`src/hdl/tsh_pkg.sv`:
```
/*
 Constants, register map and carrier types of the trigger sequencer
 with reading hold. Assumes a single 200 MHz instrument clock.
*/
`default_nettype none
package tsh_pkg;
   // Register byte offsets
   localparam logic [7:0] OFS_CFG = 8'h00;
   localparam logic [7:0] OFS_DELAY = 8'h04;
   localparam logic [7:0] OFS_COUNT = 8'h08;
   localparam logic [7:0] OFS_BEEP = 8'h0C;
   localparam logic [7:0] OFS_CMD = 8'h10;
   localparam logic [7:0] OFS_STATUS = 8'h14;
   localparam logic [7:0] OFS_HELD = 8'h18;
   localparam logic [7:0] OFS_SEED = 8'h1C;
   // Command bits, write one to act
   localparam int CMD_INIT = 0;
   localparam int CMD_ABORT = 1;
   localparam int CMD_BUS_MANUAL_TRIGGER_KEY = 2;
   localparam int CMD_LIMIT_OFF = 3;
   // Count register fields
   localparam int CNT_HOLD_LSB = 0;
   localparam int CNT_FILT_LSB = 8;
   // Status register fields
   localparam int STS_HELD = 4;
   localparam int STS_LIMIT = 5;
   localparam int STS_SEED = 6;
   localparam int STS_CONS_LSB = 8;
   // Timing
   localparam int CLK_PERIOD_NS = 5;
   localparam int MS_NS = 1_000_000;
   localparam int CYC_PER_MS = MS_NS / CLK_PERIOD_NS;
   localparam int OUT_PULSE_NS = 2000;
   localparam int OUT_PULSE_CYC = (OUT_PULSE_NS + CLK_PERIOD_NS - 1) / CLK_PERIOD_NS;
   localparam logic [28:0] AUTO_SHORT_MS = 29'h0000_0001;
   localparam logic [28:0] AUTO_LONG_MS = 29'h0000_0005;
   localparam logic [28:0] MAX_DELAY_MS = 29'h159A_653F;
   // Ranges 10mV..100V as 0..4
   localparam logic [2:0] RANGE_LOW = 3'h0;
   localparam logic [2:0] RANGE_TOP = 3'h4;
   // Hold count and filter length limits, and reset values
   localparam logic [6:0] HOLD_CNT_MIN = 7'h02;
   localparam logic [6:0] HOLD_CNT_MAX = 7'h64;
   localparam logic [6:0] HOLD_CNT_RST = 7'h05;
   localparam logic [2:0] FILT_LOG_RST = 3'h0;
   localparam logic [2:0] FILT_LOG_MAX = 3'h4;
   localparam logic [28:0] DELAY_RST = 29'h0000_0000;
   // Window divisors for 0.01%, 0.1%, 1%, 10%
   localparam logic [13:0] WIN_DIV0 = 14'h2710;
   localparam logic [13:0] WIN_DIV1 = 14'h03E8;
   localparam logic [13:0] WIN_DIV2 = 14'h0064;
   localparam logic [13:0] WIN_DIV3 = 14'h000A;

   typedef enum logic [1:0] {BEEP_NEVER, BEEP_OUTSIDE, BEEP_INSIDE} tsh_beep_t;

   typedef struct packed {
      logic [17:0] rsvd;
      logic [1:0] window;
      logic [2:0] range;
      logic chan_two;
      logic func_temp;
      logic scanning;
      logic remote;
      logic filt_moving;
      logic filt_en;
      logic hold_en;
      logic auto_delay;
      logic ext_src;
   } tsh_cfg_t;

   typedef struct packed {
      logic [31:0] prdata;
      logic pready;
      logic pslverr;
   } tsh_apb_rsp_t;
endpackage
`default_nettype wire

```
`src/hdl/tsh_trigger_sequencer.sv`:
```
/*
 Trigger sequencer with filtering, reading hold and output trigger,
 reached over APB. Assumes the converter and relay driver share
 mclk_in; the trigger line and key arrive asynchronously.
*/
// The APB interface to the registers and the register offsets were chosen for this implementation.
`timescale 1ns/1ps
`default_nettype none
module tsh_trigger_sequencer #(
   parameter int CYC_MS = tsh_pkg::CYC_PER_MS
) (
   input wire logic mclk_in,
   input wire logic rst_n_in,
   input wire logic psel_in,
   input wire logic penable_in,
   input wire logic pwrite_in,
   input wire logic [7:0] paddr_in,
   input wire logic [31:0] pwdata_in,
   output var tsh_pkg::tsh_apb_rsp_t apb_rsp_out,
   input wire logic external_trigger_input_in,
   input wire logic manual_trigger_key_in,
   output logic conv_start_out,
   input wire logic conv_valid_in,
   input wire logic signed [23:0] conv_data_in,
   output logic relay_step_out,
   input wire logic relay_done_in,
   output logic out_manual_trigger_key_out,
   output logic beep_out,
   output logic held_out,
   output logic signed [23:0] reading_out,
   output logic ch2_enable_out,
   output logic limit_en_out
);
   import tsh_pkg::*;

   typedef enum logic [3:0] {
      ST_IDLE, ST_WAIT_EVT, ST_DELAY, ST_CONV, ST_WAIT_CONV, ST_HOLD, ST_CHAN, ST_OUT
   } tsh_state_t;

   tsh_state_t state;
   tsh_cfg_t cfg;
   tsh_beep_t beep_mode;
   logic [28:0] man_delay;
   logic [6:0] hold_cnt;
   logic [2:0] filt_log;
   logic [6:0] cons;
   logic seed_valid;
   logic signed [23:0] seed;
   logic signed [23:0] rdg;
   logic rdg_rdy, conv_more, chan_wait;
   logic ext_s1, ext_s2, ext_prev, key_s1, key_s2, key_prev;
   logic [28:0] ms_left;
   logic [31:0] ms_div;
   logic [8:0] pulse_cnt;

   function automatic logic in_window(logic signed [23:0] r, logic signed [23:0] s,
                                      logic [1:0] w);
      logic signed [24:0] df;
      logic [24:0] d;
      logic [24:0] m;
      logic [13:0] k;
      df = {r[23], r} - {s[23], s};
      d = df[24] ? 25'(-df) : 25'(df);
      m = s[23] ? 25'(-{s[23], s}) : {1'b0, s};
      case (w)
         2'h0: k = WIN_DIV0;
         2'h1: k = WIN_DIV1;
         2'h2: k = WIN_DIV2;
         default: k = WIN_DIV3;
      endcase
      return (40'(d) * 40'(k)) <= 40'(m);
   endfunction

   function automatic logic [28:0] delay_ms(tsh_cfg_t c, logic [28:0] man);
      logic two;
      two = c.chan_two & ~c.hold_en;
      if (!c.auto_delay || c.func_temp) begin
         return man;
      end else if (!two) begin
         return (c.range == RANGE_TOP) ? AUTO_LONG_MS : AUTO_SHORT_MS;
      end else if (c.range == RANGE_LOW || c.range >= RANGE_TOP) begin
         return man;
      end else begin
         return AUTO_SHORT_MS;
      end
   endfunction

   // APB decode
   logic wr_en, setup;
   assign setup = psel_in & ~penable_in;
   assign wr_en = psel_in & penable_in & pwrite_in & apb_rsp_out.pready;
   logic cmd_wr, init_p, abort_p, bus_manual_trigger_key_p, limit_off_p, beep_wr;
   assign cmd_wr = wr_en & (paddr_in == OFS_CMD);
   assign init_p = cmd_wr & pwdata_in[CMD_INIT];
   assign abort_p = cmd_wr & pwdata_in[CMD_ABORT];
   assign bus_manual_trigger_key_p = cmd_wr & pwdata_in[CMD_BUS_MANUAL_TRIGGER_KEY];
   assign limit_off_p = cmd_wr & pwdata_in[CMD_LIMIT_OFF];
   assign beep_wr = wr_en & (paddr_in == OFS_BEEP);

   logic [31:0] status_word;
   assign status_word = {16'h0000, 1'b0, cons, 1'b0, seed_valid, limit_en_out, held_out,
                         4'(state)};

   always_ff @(posedge mclk_in or negedge rst_n_in) begin
      if (!rst_n_in) begin
         apb_rsp_out <= '0;
      end else begin
         apb_rsp_out.pready <= setup;
         if (setup) begin
            apb_rsp_out.pslverr <= 1'b0;
            case (paddr_in)
               OFS_CFG: apb_rsp_out.prdata <= cfg;
               OFS_DELAY: apb_rsp_out.prdata <= {3'h0, man_delay};
               OFS_COUNT: apb_rsp_out.prdata <= {21'h00_0000, filt_log, 1'b0, hold_cnt};
               OFS_BEEP: apb_rsp_out.prdata <= {30'h0000_0000, beep_mode};
               OFS_CMD: apb_rsp_out.prdata <= 32'h0000_0000;
               OFS_STATUS: apb_rsp_out.prdata <= status_word;
               OFS_HELD: apb_rsp_out.prdata <= 32'(reading_out);
               OFS_SEED: apb_rsp_out.prdata <= 32'(seed);
               default: begin
                  apb_rsp_out.prdata <= 32'h0000_0000;
                  apb_rsp_out.pslverr <= 1'b1;
               end
            endcase
         end
      end
   end

   // Configuration registers
   always_ff @(posedge mclk_in or negedge rst_n_in) begin
      if (!rst_n_in) begin
         cfg <= '0;
         man_delay <= DELAY_RST;
         hold_cnt <= HOLD_CNT_RST;
         filt_log <= FILT_LOG_RST;
         beep_mode <= BEEP_NEVER;
      end else if (wr_en) begin
         case (paddr_in)
            OFS_CFG: cfg <= {18'h0_0000, pwdata_in[13:0]};
            OFS_DELAY: begin
               man_delay <= (pwdata_in > 32'(MAX_DELAY_MS)) ? MAX_DELAY_MS
                            : pwdata_in[28:0];
            end
            OFS_COUNT: begin
               if (pwdata_in[CNT_HOLD_LSB +: 7] < HOLD_CNT_MIN) begin
                  hold_cnt <= HOLD_CNT_MIN;
               end else if (pwdata_in[CNT_HOLD_LSB +: 7] > HOLD_CNT_MAX) begin
                  hold_cnt <= HOLD_CNT_MAX;
               end else begin
                  hold_cnt <= pwdata_in[CNT_HOLD_LSB +: 7];
               end
               filt_log <= (pwdata_in[CNT_FILT_LSB +: 3] > FILT_LOG_MAX) ? FILT_LOG_MAX
                           : pwdata_in[CNT_FILT_LSB +: 3];
            end
            OFS_BEEP: begin
               beep_mode <= (pwdata_in[1:0] == 2'h3) ? BEEP_INSIDE
                            : tsh_beep_t'(pwdata_in[1:0]);
            end
            default: ;
         endcase
      end
   end

   // Limit testing enable
   always_ff @(posedge mclk_in or negedge rst_n_in) begin
      if (!rst_n_in) begin
         limit_en_out <= 1'b0;
      end else if (beep_wr) begin
         limit_en_out <= 1'b1;
      end else if (limit_off_p) begin
         limit_en_out <= 1'b0;
      end
   end

   // Input synchronisers and edge detect
   always_ff @(posedge mclk_in or negedge rst_n_in) begin
      if (!rst_n_in) begin
         {ext_s1, ext_s2, ext_prev} <= 3'b111;
         {key_s1, key_s2, key_prev} <= 3'b000;
      end else begin
         ext_s1 <= external_trigger_input_in;
         ext_s2 <= ext_s1;
         ext_prev <= ext_s2;
         key_s1 <= manual_trigger_key_in;
         key_s2 <= key_s1;
         key_prev <= key_s2;
      end
   end

   logic ext_fall, key_press, evt;
   assign ext_fall = ext_prev & ~ext_s2;
   assign key_press = key_s2 & ~key_prev & ~cfg.remote;
   assign evt = ext_fall | key_press | bus_manual_trigger_key_p;

   // Hold verdict for the reading just produced
   logic win_ok, releasing;
   assign win_ok = in_window(rdg, seed, cfg.window);
   assign releasing = ~cfg.hold_en | (seed_valid & win_ok & ~held_out & (cons + 7'h01 >= hold_cnt));

   // Sequencer
   always_ff @(posedge mclk_in or negedge rst_n_in) begin
      if (!rst_n_in) begin
         state <= ST_IDLE;
         ms_left <= DELAY_RST;
         ms_div <= 32'h0000_0000;
         conv_start_out <= 1'b0;
         relay_step_out <= 1'b0;
         chan_wait <= 1'b0;
      end else begin
         conv_start_out <= 1'b0;
         relay_step_out <= 1'b0;
         if (abort_p) begin
            state <= ST_IDLE;
            chan_wait <= 1'b0;
         end else begin
            case (state)
               ST_IDLE: if (init_p) state <= ST_WAIT_EVT;
               ST_WAIT_EVT: begin
                  // Events seen in any other state are simply dropped
                  if (!cfg.ext_src || evt) begin
                     state <= ST_DELAY;
                     ms_left <= delay_ms(cfg, man_delay);
                     ms_div <= 32'h0000_0000;
                  end
               end
               ST_DELAY: begin
                  if (ms_left == 29'h0000_0000) begin
                     state <= ST_CONV;
                  end else if (ms_div == 32'(CYC_MS - 1)) begin
                     ms_div <= 32'h0000_0000;
                     ms_left <= ms_left - 29'h0000_0001;
                  end else begin
                     ms_div <= ms_div + 32'h0000_0001;
                  end
               end
               ST_CONV: begin
                  conv_start_out <= 1'b1;
                  state <= ST_WAIT_CONV;
               end
               ST_WAIT_CONV: begin
                  if (rdg_rdy) state <= ST_HOLD;
                  else if (conv_more) state <= ST_CONV;
               end
               ST_HOLD: state <= releasing ? ST_CHAN : ST_CONV;
               ST_CHAN: begin
                  if (!cfg.scanning) begin
                     state <= ST_OUT;
                  end else if (!chan_wait) begin
                     relay_step_out <= 1'b1;
                     chan_wait <= 1'b1;
                  end else if (relay_done_in) begin
                     chan_wait <= 1'b0;
                     state <= ST_OUT;
                  end
               end
               ST_OUT: state <= ST_WAIT_EVT;
               default: state <= ST_IDLE;
            endcase
         end
      end
   end

   // Filter
   logic signed [27:0] acc;
   logic [4:0] fill;
   logic [3:0] widx;
   logic signed [23:0] ring [16];
   logic [4:0] fsize;
   logic signed [27:0] nsum;
   assign fsize = 5'h01 << filt_log;
   // Oldest sample leaves only once the window is full; stale slots stay out
   assign nsum = acc + 28'(conv_data_in)
                 - ((cfg.filt_moving && fill >= fsize) ? 28'(ring[widx]) : 28'h000_0000);

   always_ff @(posedge mclk_in or negedge rst_n_in) begin
      if (!rst_n_in) begin
         acc <= '0;
         fill <= '0;
         widx <= '0;
         rdg <= '0;
         rdg_rdy <= 1'b0;
         conv_more <= 1'b0;
         for (int i = 0; i < 16; i++) ring[i] <= '0;
      end else begin
         rdg_rdy <= 1'b0;
         conv_more <= 1'b0;
         if (abort_p || init_p) begin
            acc <= '0;
            fill <= '0;
            widx <= '0;
         end else if (state == ST_WAIT_CONV && conv_valid_in) begin
            if (!cfg.filt_en) begin
               rdg <= conv_data_in;
               rdg_rdy <= 1'b1;
            end else if (cfg.filt_moving) begin
               ring[widx] <= conv_data_in;
               acc <= nsum;
               widx <= (5'(widx) + 5'h01 >= fsize) ? 4'h0 : widx + 4'h1;
               if (fill + 5'h01 >= fsize) begin
                  fill <= fsize;
                  rdg <= 24'(nsum >>> filt_log);
                  rdg_rdy <= 1'b1;
               end else begin
                  fill <= fill + 5'h01;
                  conv_more <= 1'b1;
               end
            end else if (fill + 5'h01 >= fsize) begin
               rdg <= 24'(nsum >>> filt_log);
               rdg_rdy <= 1'b1;
               acc <= '0;
               fill <= '0;
            end else begin
               acc <= nsum;
               fill <= fill + 5'h01;
               conv_more <= 1'b1;
            end
         end
      end
   end

   // Reading hold
   always_ff @(posedge mclk_in or negedge rst_n_in) begin
      if (!rst_n_in) begin
         seed <= '0;
         seed_valid <= 1'b0;
         cons <= '0;
         held_out <= 1'b0;
         reading_out <= '0;
         beep_out <= 1'b0;
      end else begin
         beep_out <= 1'b0;
         if (abort_p || !cfg.hold_en) begin
            seed_valid <= 1'b0;
            cons <= '0;
            held_out <= 1'b0;
            if (state == ST_HOLD && !abort_p) reading_out <= rdg;
         end else if (state == ST_HOLD) begin
            if (!seed_valid) begin
               seed <= rdg;
               seed_valid <= 1'b1;
               cons <= '0;
            end else if (!win_ok) begin
               seed_valid <= 1'b0;
               cons <= '0;
               held_out <= 1'b0;
            end else if (!held_out) begin
               if (releasing) begin
                  cons <= hold_cnt;
                  held_out <= 1'b1;
                  reading_out <= rdg;
                  beep_out <= (beep_mode != BEEP_NEVER);
                  if (cfg.remote || cfg.scanning) begin
                     seed_valid <= 1'b0;
                     held_out <= 1'b0;
                  end
               end else begin
                  cons <= cons + 7'h01;
               end
            end
         end else if (state == ST_CHAN && chan_wait && relay_done_in) begin
            seed_valid <= 1'b0;
            cons <= '0;
         end
      end
   end

   // Output trigger and channel two gate
   always_ff @(posedge mclk_in or negedge rst_n_in) begin
      if (!rst_n_in) begin
         pulse_cnt <= '0;
         out_manual_trigger_key_out <= 1'b0;
         ch2_enable_out <= 1'b1;
      end else begin
         ch2_enable_out <= ~cfg.hold_en;
         if (state == ST_OUT) begin
            pulse_cnt <= 9'(OUT_PULSE_CYC - 1);
            out_manual_trigger_key_out <= 1'b1;
         end else if (pulse_cnt != 9'h000) begin
            pulse_cnt <= pulse_cnt - 9'h001;
         end else begin
            out_manual_trigger_key_out <= 1'b0;
         end
      end
   end

   a_conv_in_seq: assert property (@(posedge mclk_in) disable iff (!rst_n_in)
      conv_start_out |-> $past(state) == ST_CONV) else $error("conversion outside sequence");
   a_imm_delay: assert property (@(posedge mclk_in) disable iff (!rst_n_in)
      (state == ST_WAIT_EVT && !cfg.ext_src && !abort_p) |=> state == ST_DELAY)
      else $error("immediate source did not pass");
   a_key_remote: assert property (@(posedge mclk_in) disable iff (!rst_n_in)
      (state == ST_WAIT_EVT && cfg.ext_src && cfg.remote && !ext_fall && !bus_manual_trigger_key_p
       && !abort_p) |=> state == ST_WAIT_EVT) else $error("key accepted under remote");
   a_out_pulse: assert property (@(posedge mclk_in) disable iff (!rst_n_in)
      state == ST_OUT |=> out_manual_trigger_key_out [*8]) else $error("output trigger too short");
   a_beep_held: assert property (@(posedge mclk_in) disable iff (!rst_n_in)
      beep_out |-> $past(state) == ST_HOLD && $past(releasing) && cons == $past(hold_cnt))
      else $error("beep without release");
   a_ch2_off: assert property (@(posedge mclk_in) disable iff (!rst_n_in)
      cfg.hold_en |=> !ch2_enable_out) else $error("channel two left on");
   a_abort_idle: assert property (@(posedge mclk_in) disable iff (!rst_n_in)
      abort_p |=> state == ST_IDLE ##1 state == ST_IDLE || $past(init_p))
      else $error("abort did not idle");
   a_cons_bound: assert property (@(posedge mclk_in) disable iff (!rst_n_in)
      cons <= hold_cnt || $past(wr_en)) else $error("count above programmed value");
   a_limit_on: assert property (@(posedge mclk_in) disable iff (!rst_n_in)
      beep_wr |=> limit_en_out) else $error("limit testing not enabled");
endmodule // tsh_trigger_sequencer
`default_nettype wire

```
`config.mk`:
```
export PLATFORM = sky130hd
export DESIGN_NAME = tsh_trigger_sequencer
export DESIGN_NICKNAME = d
export VERILOG_FILES = /design/src/hdl/tsh_pkg.sv /design/src/hdl/tsh_trigger_sequencer.sv
export SDC_FILE = /design/constraint.sdc
export NUM_CORES = 2
export LEC_CHECK = 0
export ABC_AREA = 1
export BUFFER_PORTS_ARGS = -buffer_cell sky130_fd_sc_hd__buf_2
export CORE_MARGIN = 2
export CORE_UTILIZATION = 55
export CTS_CLUSTER_DIAMETER = 120
export DETAILED_ROUTE_END_ITERATION = 6
export PLACE_DENSITY_LB_ADDON = 0.25
export RECOVER_POWER = 50
export SYNTH_ARGS = -nofsm -noshare
export SYNTH_HDL_FRONTEND = slang
export SYNTH_SLANG_ARGS = --single-unit
export TNS_END_PERCENT = 30
```
`constraint.sdc`:
```
create_clock -name mclk_in -period 18.78 [get_ports mclk_in]
set_input_delay 2.817 -clock mclk_in [delete_from_list [all_inputs] [get_ports mclk_in]]
set_output_delay 2.817 -clock mclk_in [all_outputs]
set_load 0.02 [all_outputs]
```
==> results.md <==
* Status: complete, but fails checks
* Failing checks: capacitance limit, slew limit
* Initial antenna violation count at 3
* Post-synth EDFFs at 0
* Arr. time, crit path at 11.41 ns
* Seq/Total Area, Yosys at 35.1%
* Clock Skew at 0.0758 ns
* TritonRoute pass-1 iters at 6
* Synth Area in Compound Gates at 15.1%
* Nets at 6809
* Minimum clock period at 11.54 ns
* Wire per inst at 20.7 um
* Die width at 300 um
* # rows at 108
* Hpwl dp at 114000 um
* Fin crit share at 61.5%
* Via count at 43300
* Primary FF master, synth: dfrtp_1
* Post-Synth Adder-Cell Area at 16.0%
* Avg Vias per Cell at 5.79
* Final setup violation count at 0
* Htree depth at 3
* Syn Inst Count at 6273
* Fmax at 86.6 MHz
* ANT nets after route at 0
* Critical setup path kind: input pin to asynchronous set/reset pin
* First DRT Iteration DRCs at 4265
* Largest family of logic cells by synthesized area: simple AND/OR/NAND/NOR gates
* CTS hold repair buffers at 0
* Synth cell types at 70
* Commonest non-fill, non-tap cell in the layout: nand2_1
* Multiplexer share of the synthesized area at 0.0467%
* Slew Limit Fails at 361
* Worst slew pin tran at 4.87 ns
* Startpoint Class: input pin
* Crit-path max FO at 87
* Flop and latch count out of synthesis at 677
* Unrepaired setup endpoints after global routing: no
* Mapped Area at 0.0482 mm^2
* First-pass GRT wire length at 241000 um
* Most frequent cells in the layout: nand2_1, inv_1, dfrtp_1
* Simple logic cell fraction of the synthesized area at 22.0%
* Yosys warns at 0
* Vias in the first global route at 41500
* Final core occ at 60.0%
* Starting density of the core at 55.5%
* WL final at 155000 um
* Post-CTS Resized at 0
* Worst Path Required at 18.65 ns
* Setup_tns at 0 ns
* Clk pin slew, worst setup/hold paths at 0.06 ns
* I/O pin cnt at 138
* Buffer depth of the longest clock path at 3
* Total gr overflow at 0
* Gpl congestion at 1.00
* Area Overhead vs Synth at 8.09%
* Num CTS Buffers at 76
* Total GRT Usage at 34.5%
* Max Cap Viol at 6
* Setup Fix Bufs, Post-CTS at 0
* Clk root buf: clkbuf_16
* CTS tree: done
* IO buf count at 137
* Core area at 0.0869 mm^2
* Synthesized Nets at 6825
* Clock Sinks at 677
* Die area at 0.0901 mm^2
* Final Hold Viols at 0
* Xor and xnor area share after synthesis at 2.46%
* FFs w/ async S/R, synth at 100%
* Setup crit end kind: asynchronous set/reset pin
* Hold Path Class: flop to flop
* Syn avg cell area at 7.69 um^2
* Clk_lat worst skew at 0.69 ns
* Post-route DRC at 0
* Largest net degree at the start of global routing at 169
* Die extent in y at 300 um
* Fraction of layout instances using a drive strength above 1 at 6.05%
* Slew headroom at -224%
## logic make-up after synthesis
| group | Yosys count |
|---|---|
| other cells | 1 |
| mux | 2 |
| xor+xnor | 131 |
| compound gates | 1290 |
| buf+inv | 1127 |
| fa+ha+maj | 479 |
| simple gates | 2566 |
| flops | 677 |
## worst max-delay path: stages
cell	delay (ns)
clkbuf_1	3.34
clkbuf_1	2.18
clkbuf_1	2.87
## layer usage
metal | global-route usage [%] | up-vias | wire [um] | part of all wire (%)
li1 | - | 20300 | - | -
met1 | 47.4 | 20800 | 64800 | 42
met2 | 54.7 | 1824 | 70400 | 46
met3 | 5.64 | 339 | 12700 | 8.2
met4 | 14.2 | 0 | 6780 | 4.4
met5 | 0 | - | 0 | 0
## registers in the layout, summed over array words and instances, names as in the netlist, 9 cells and up
register	flops
rdg	24
ms_div	32
reading_out	24
pulse_cnt	9
ms_left	29
ring	384
cfg	14
seed	24
acc	28
man_delay	29
apb_rsp_out	32
## stage by stage
stage               hold slack [ns]  instance area (um^2)  setup slack [ns]  cells
finish                        0.357                 52100              7.24   7473
global route                  0.364                 52100              5.41   7471
CTS                           0.360                 52300              8.22   7470
detailed placement            0.339                 49600              8.27   7334
global placement              0.334                 49600              8.40   7334
floorplan                     0.331                 48200             10.37   6273
## path summary, 6_finish.rpt
path	start	endpoint	slack, ns	cells after the start
worst max register to register	seed[5]	reading_out[8]	8.12	44
worst min-delay path	ext_s1	ext_s2	0.36	0
worst min register to register	ext_s1	ext_s2	0.36	0
max in group mclk_in	seed[5]	reading_out[8]	8.12	44
worst max-delay path	rst_n_in	ring[368]	7.24	3
min in group asynchronous	rst_n_in	man_delay[21]	3.91	1
## synth_stat cells, drive strengths merged, types with 3 or more instances
master / n / share of area, %
o21ai: 687 / 7.1
o31ai: 10 / 0.16
clkinv: 4 / 0.031
and3: 4 / 0.052
nand3: 295 / 3.1
a32o: 42 / 0.87
inv: 830 / 6.5
xnor2: 35 / 0.68
o311ai: 7 / 0.13
a211oi: 27 / 0.42
and2: 6 / 0.078
nand3b: 11 / 0.17
a21boi: 4 / 0.062
a21o: 6 / 0.093
nand2: 1629 / 13
o2111ai: 9 / 0.16
dfstp: 6 / 0.33
o221ai: 6 / 0.11
nand4: 56 / 0.74
o22ai: 45 / 0.58
o21a: 3 / 0.047
buf: 96 / 1.2
a2111oi: 5 / 0.091
o211ai: 36 / 0.56
nor2: 447 / 3.6
a21oi: 326 / 3.5
fa: 232 / 9.6
nor3: 81 / 0.90
a22oi: 33 / 0.52
ha: 247 / 6.4
dfrtp: 671 / 35
xor2: 96 / 1.8
o21bai: 11 / 0.17
nor4: 15 / 0.21
a221oi: 13 / 0.24
a31oi: 14 / 0.18
or2: 13 / 0.17
nor3b: 5 / 0.078
clkbuf: 197 / 1.5
## final cells by class
type                    instances  area, um^2
fillers                      8009       34700
multi-input cells            4469       26900
flip-flops and latches        677       17000
inverters                     834        3140
clock buffers                 106        2190
well taps                    1155        1450
repair buffers                199        1050
clock inverters                30         439
diodes                          3        7.51
Power is not shown: default switching activity piles up to over one toggle a cycle in this logic, so the estimate is an artifact.
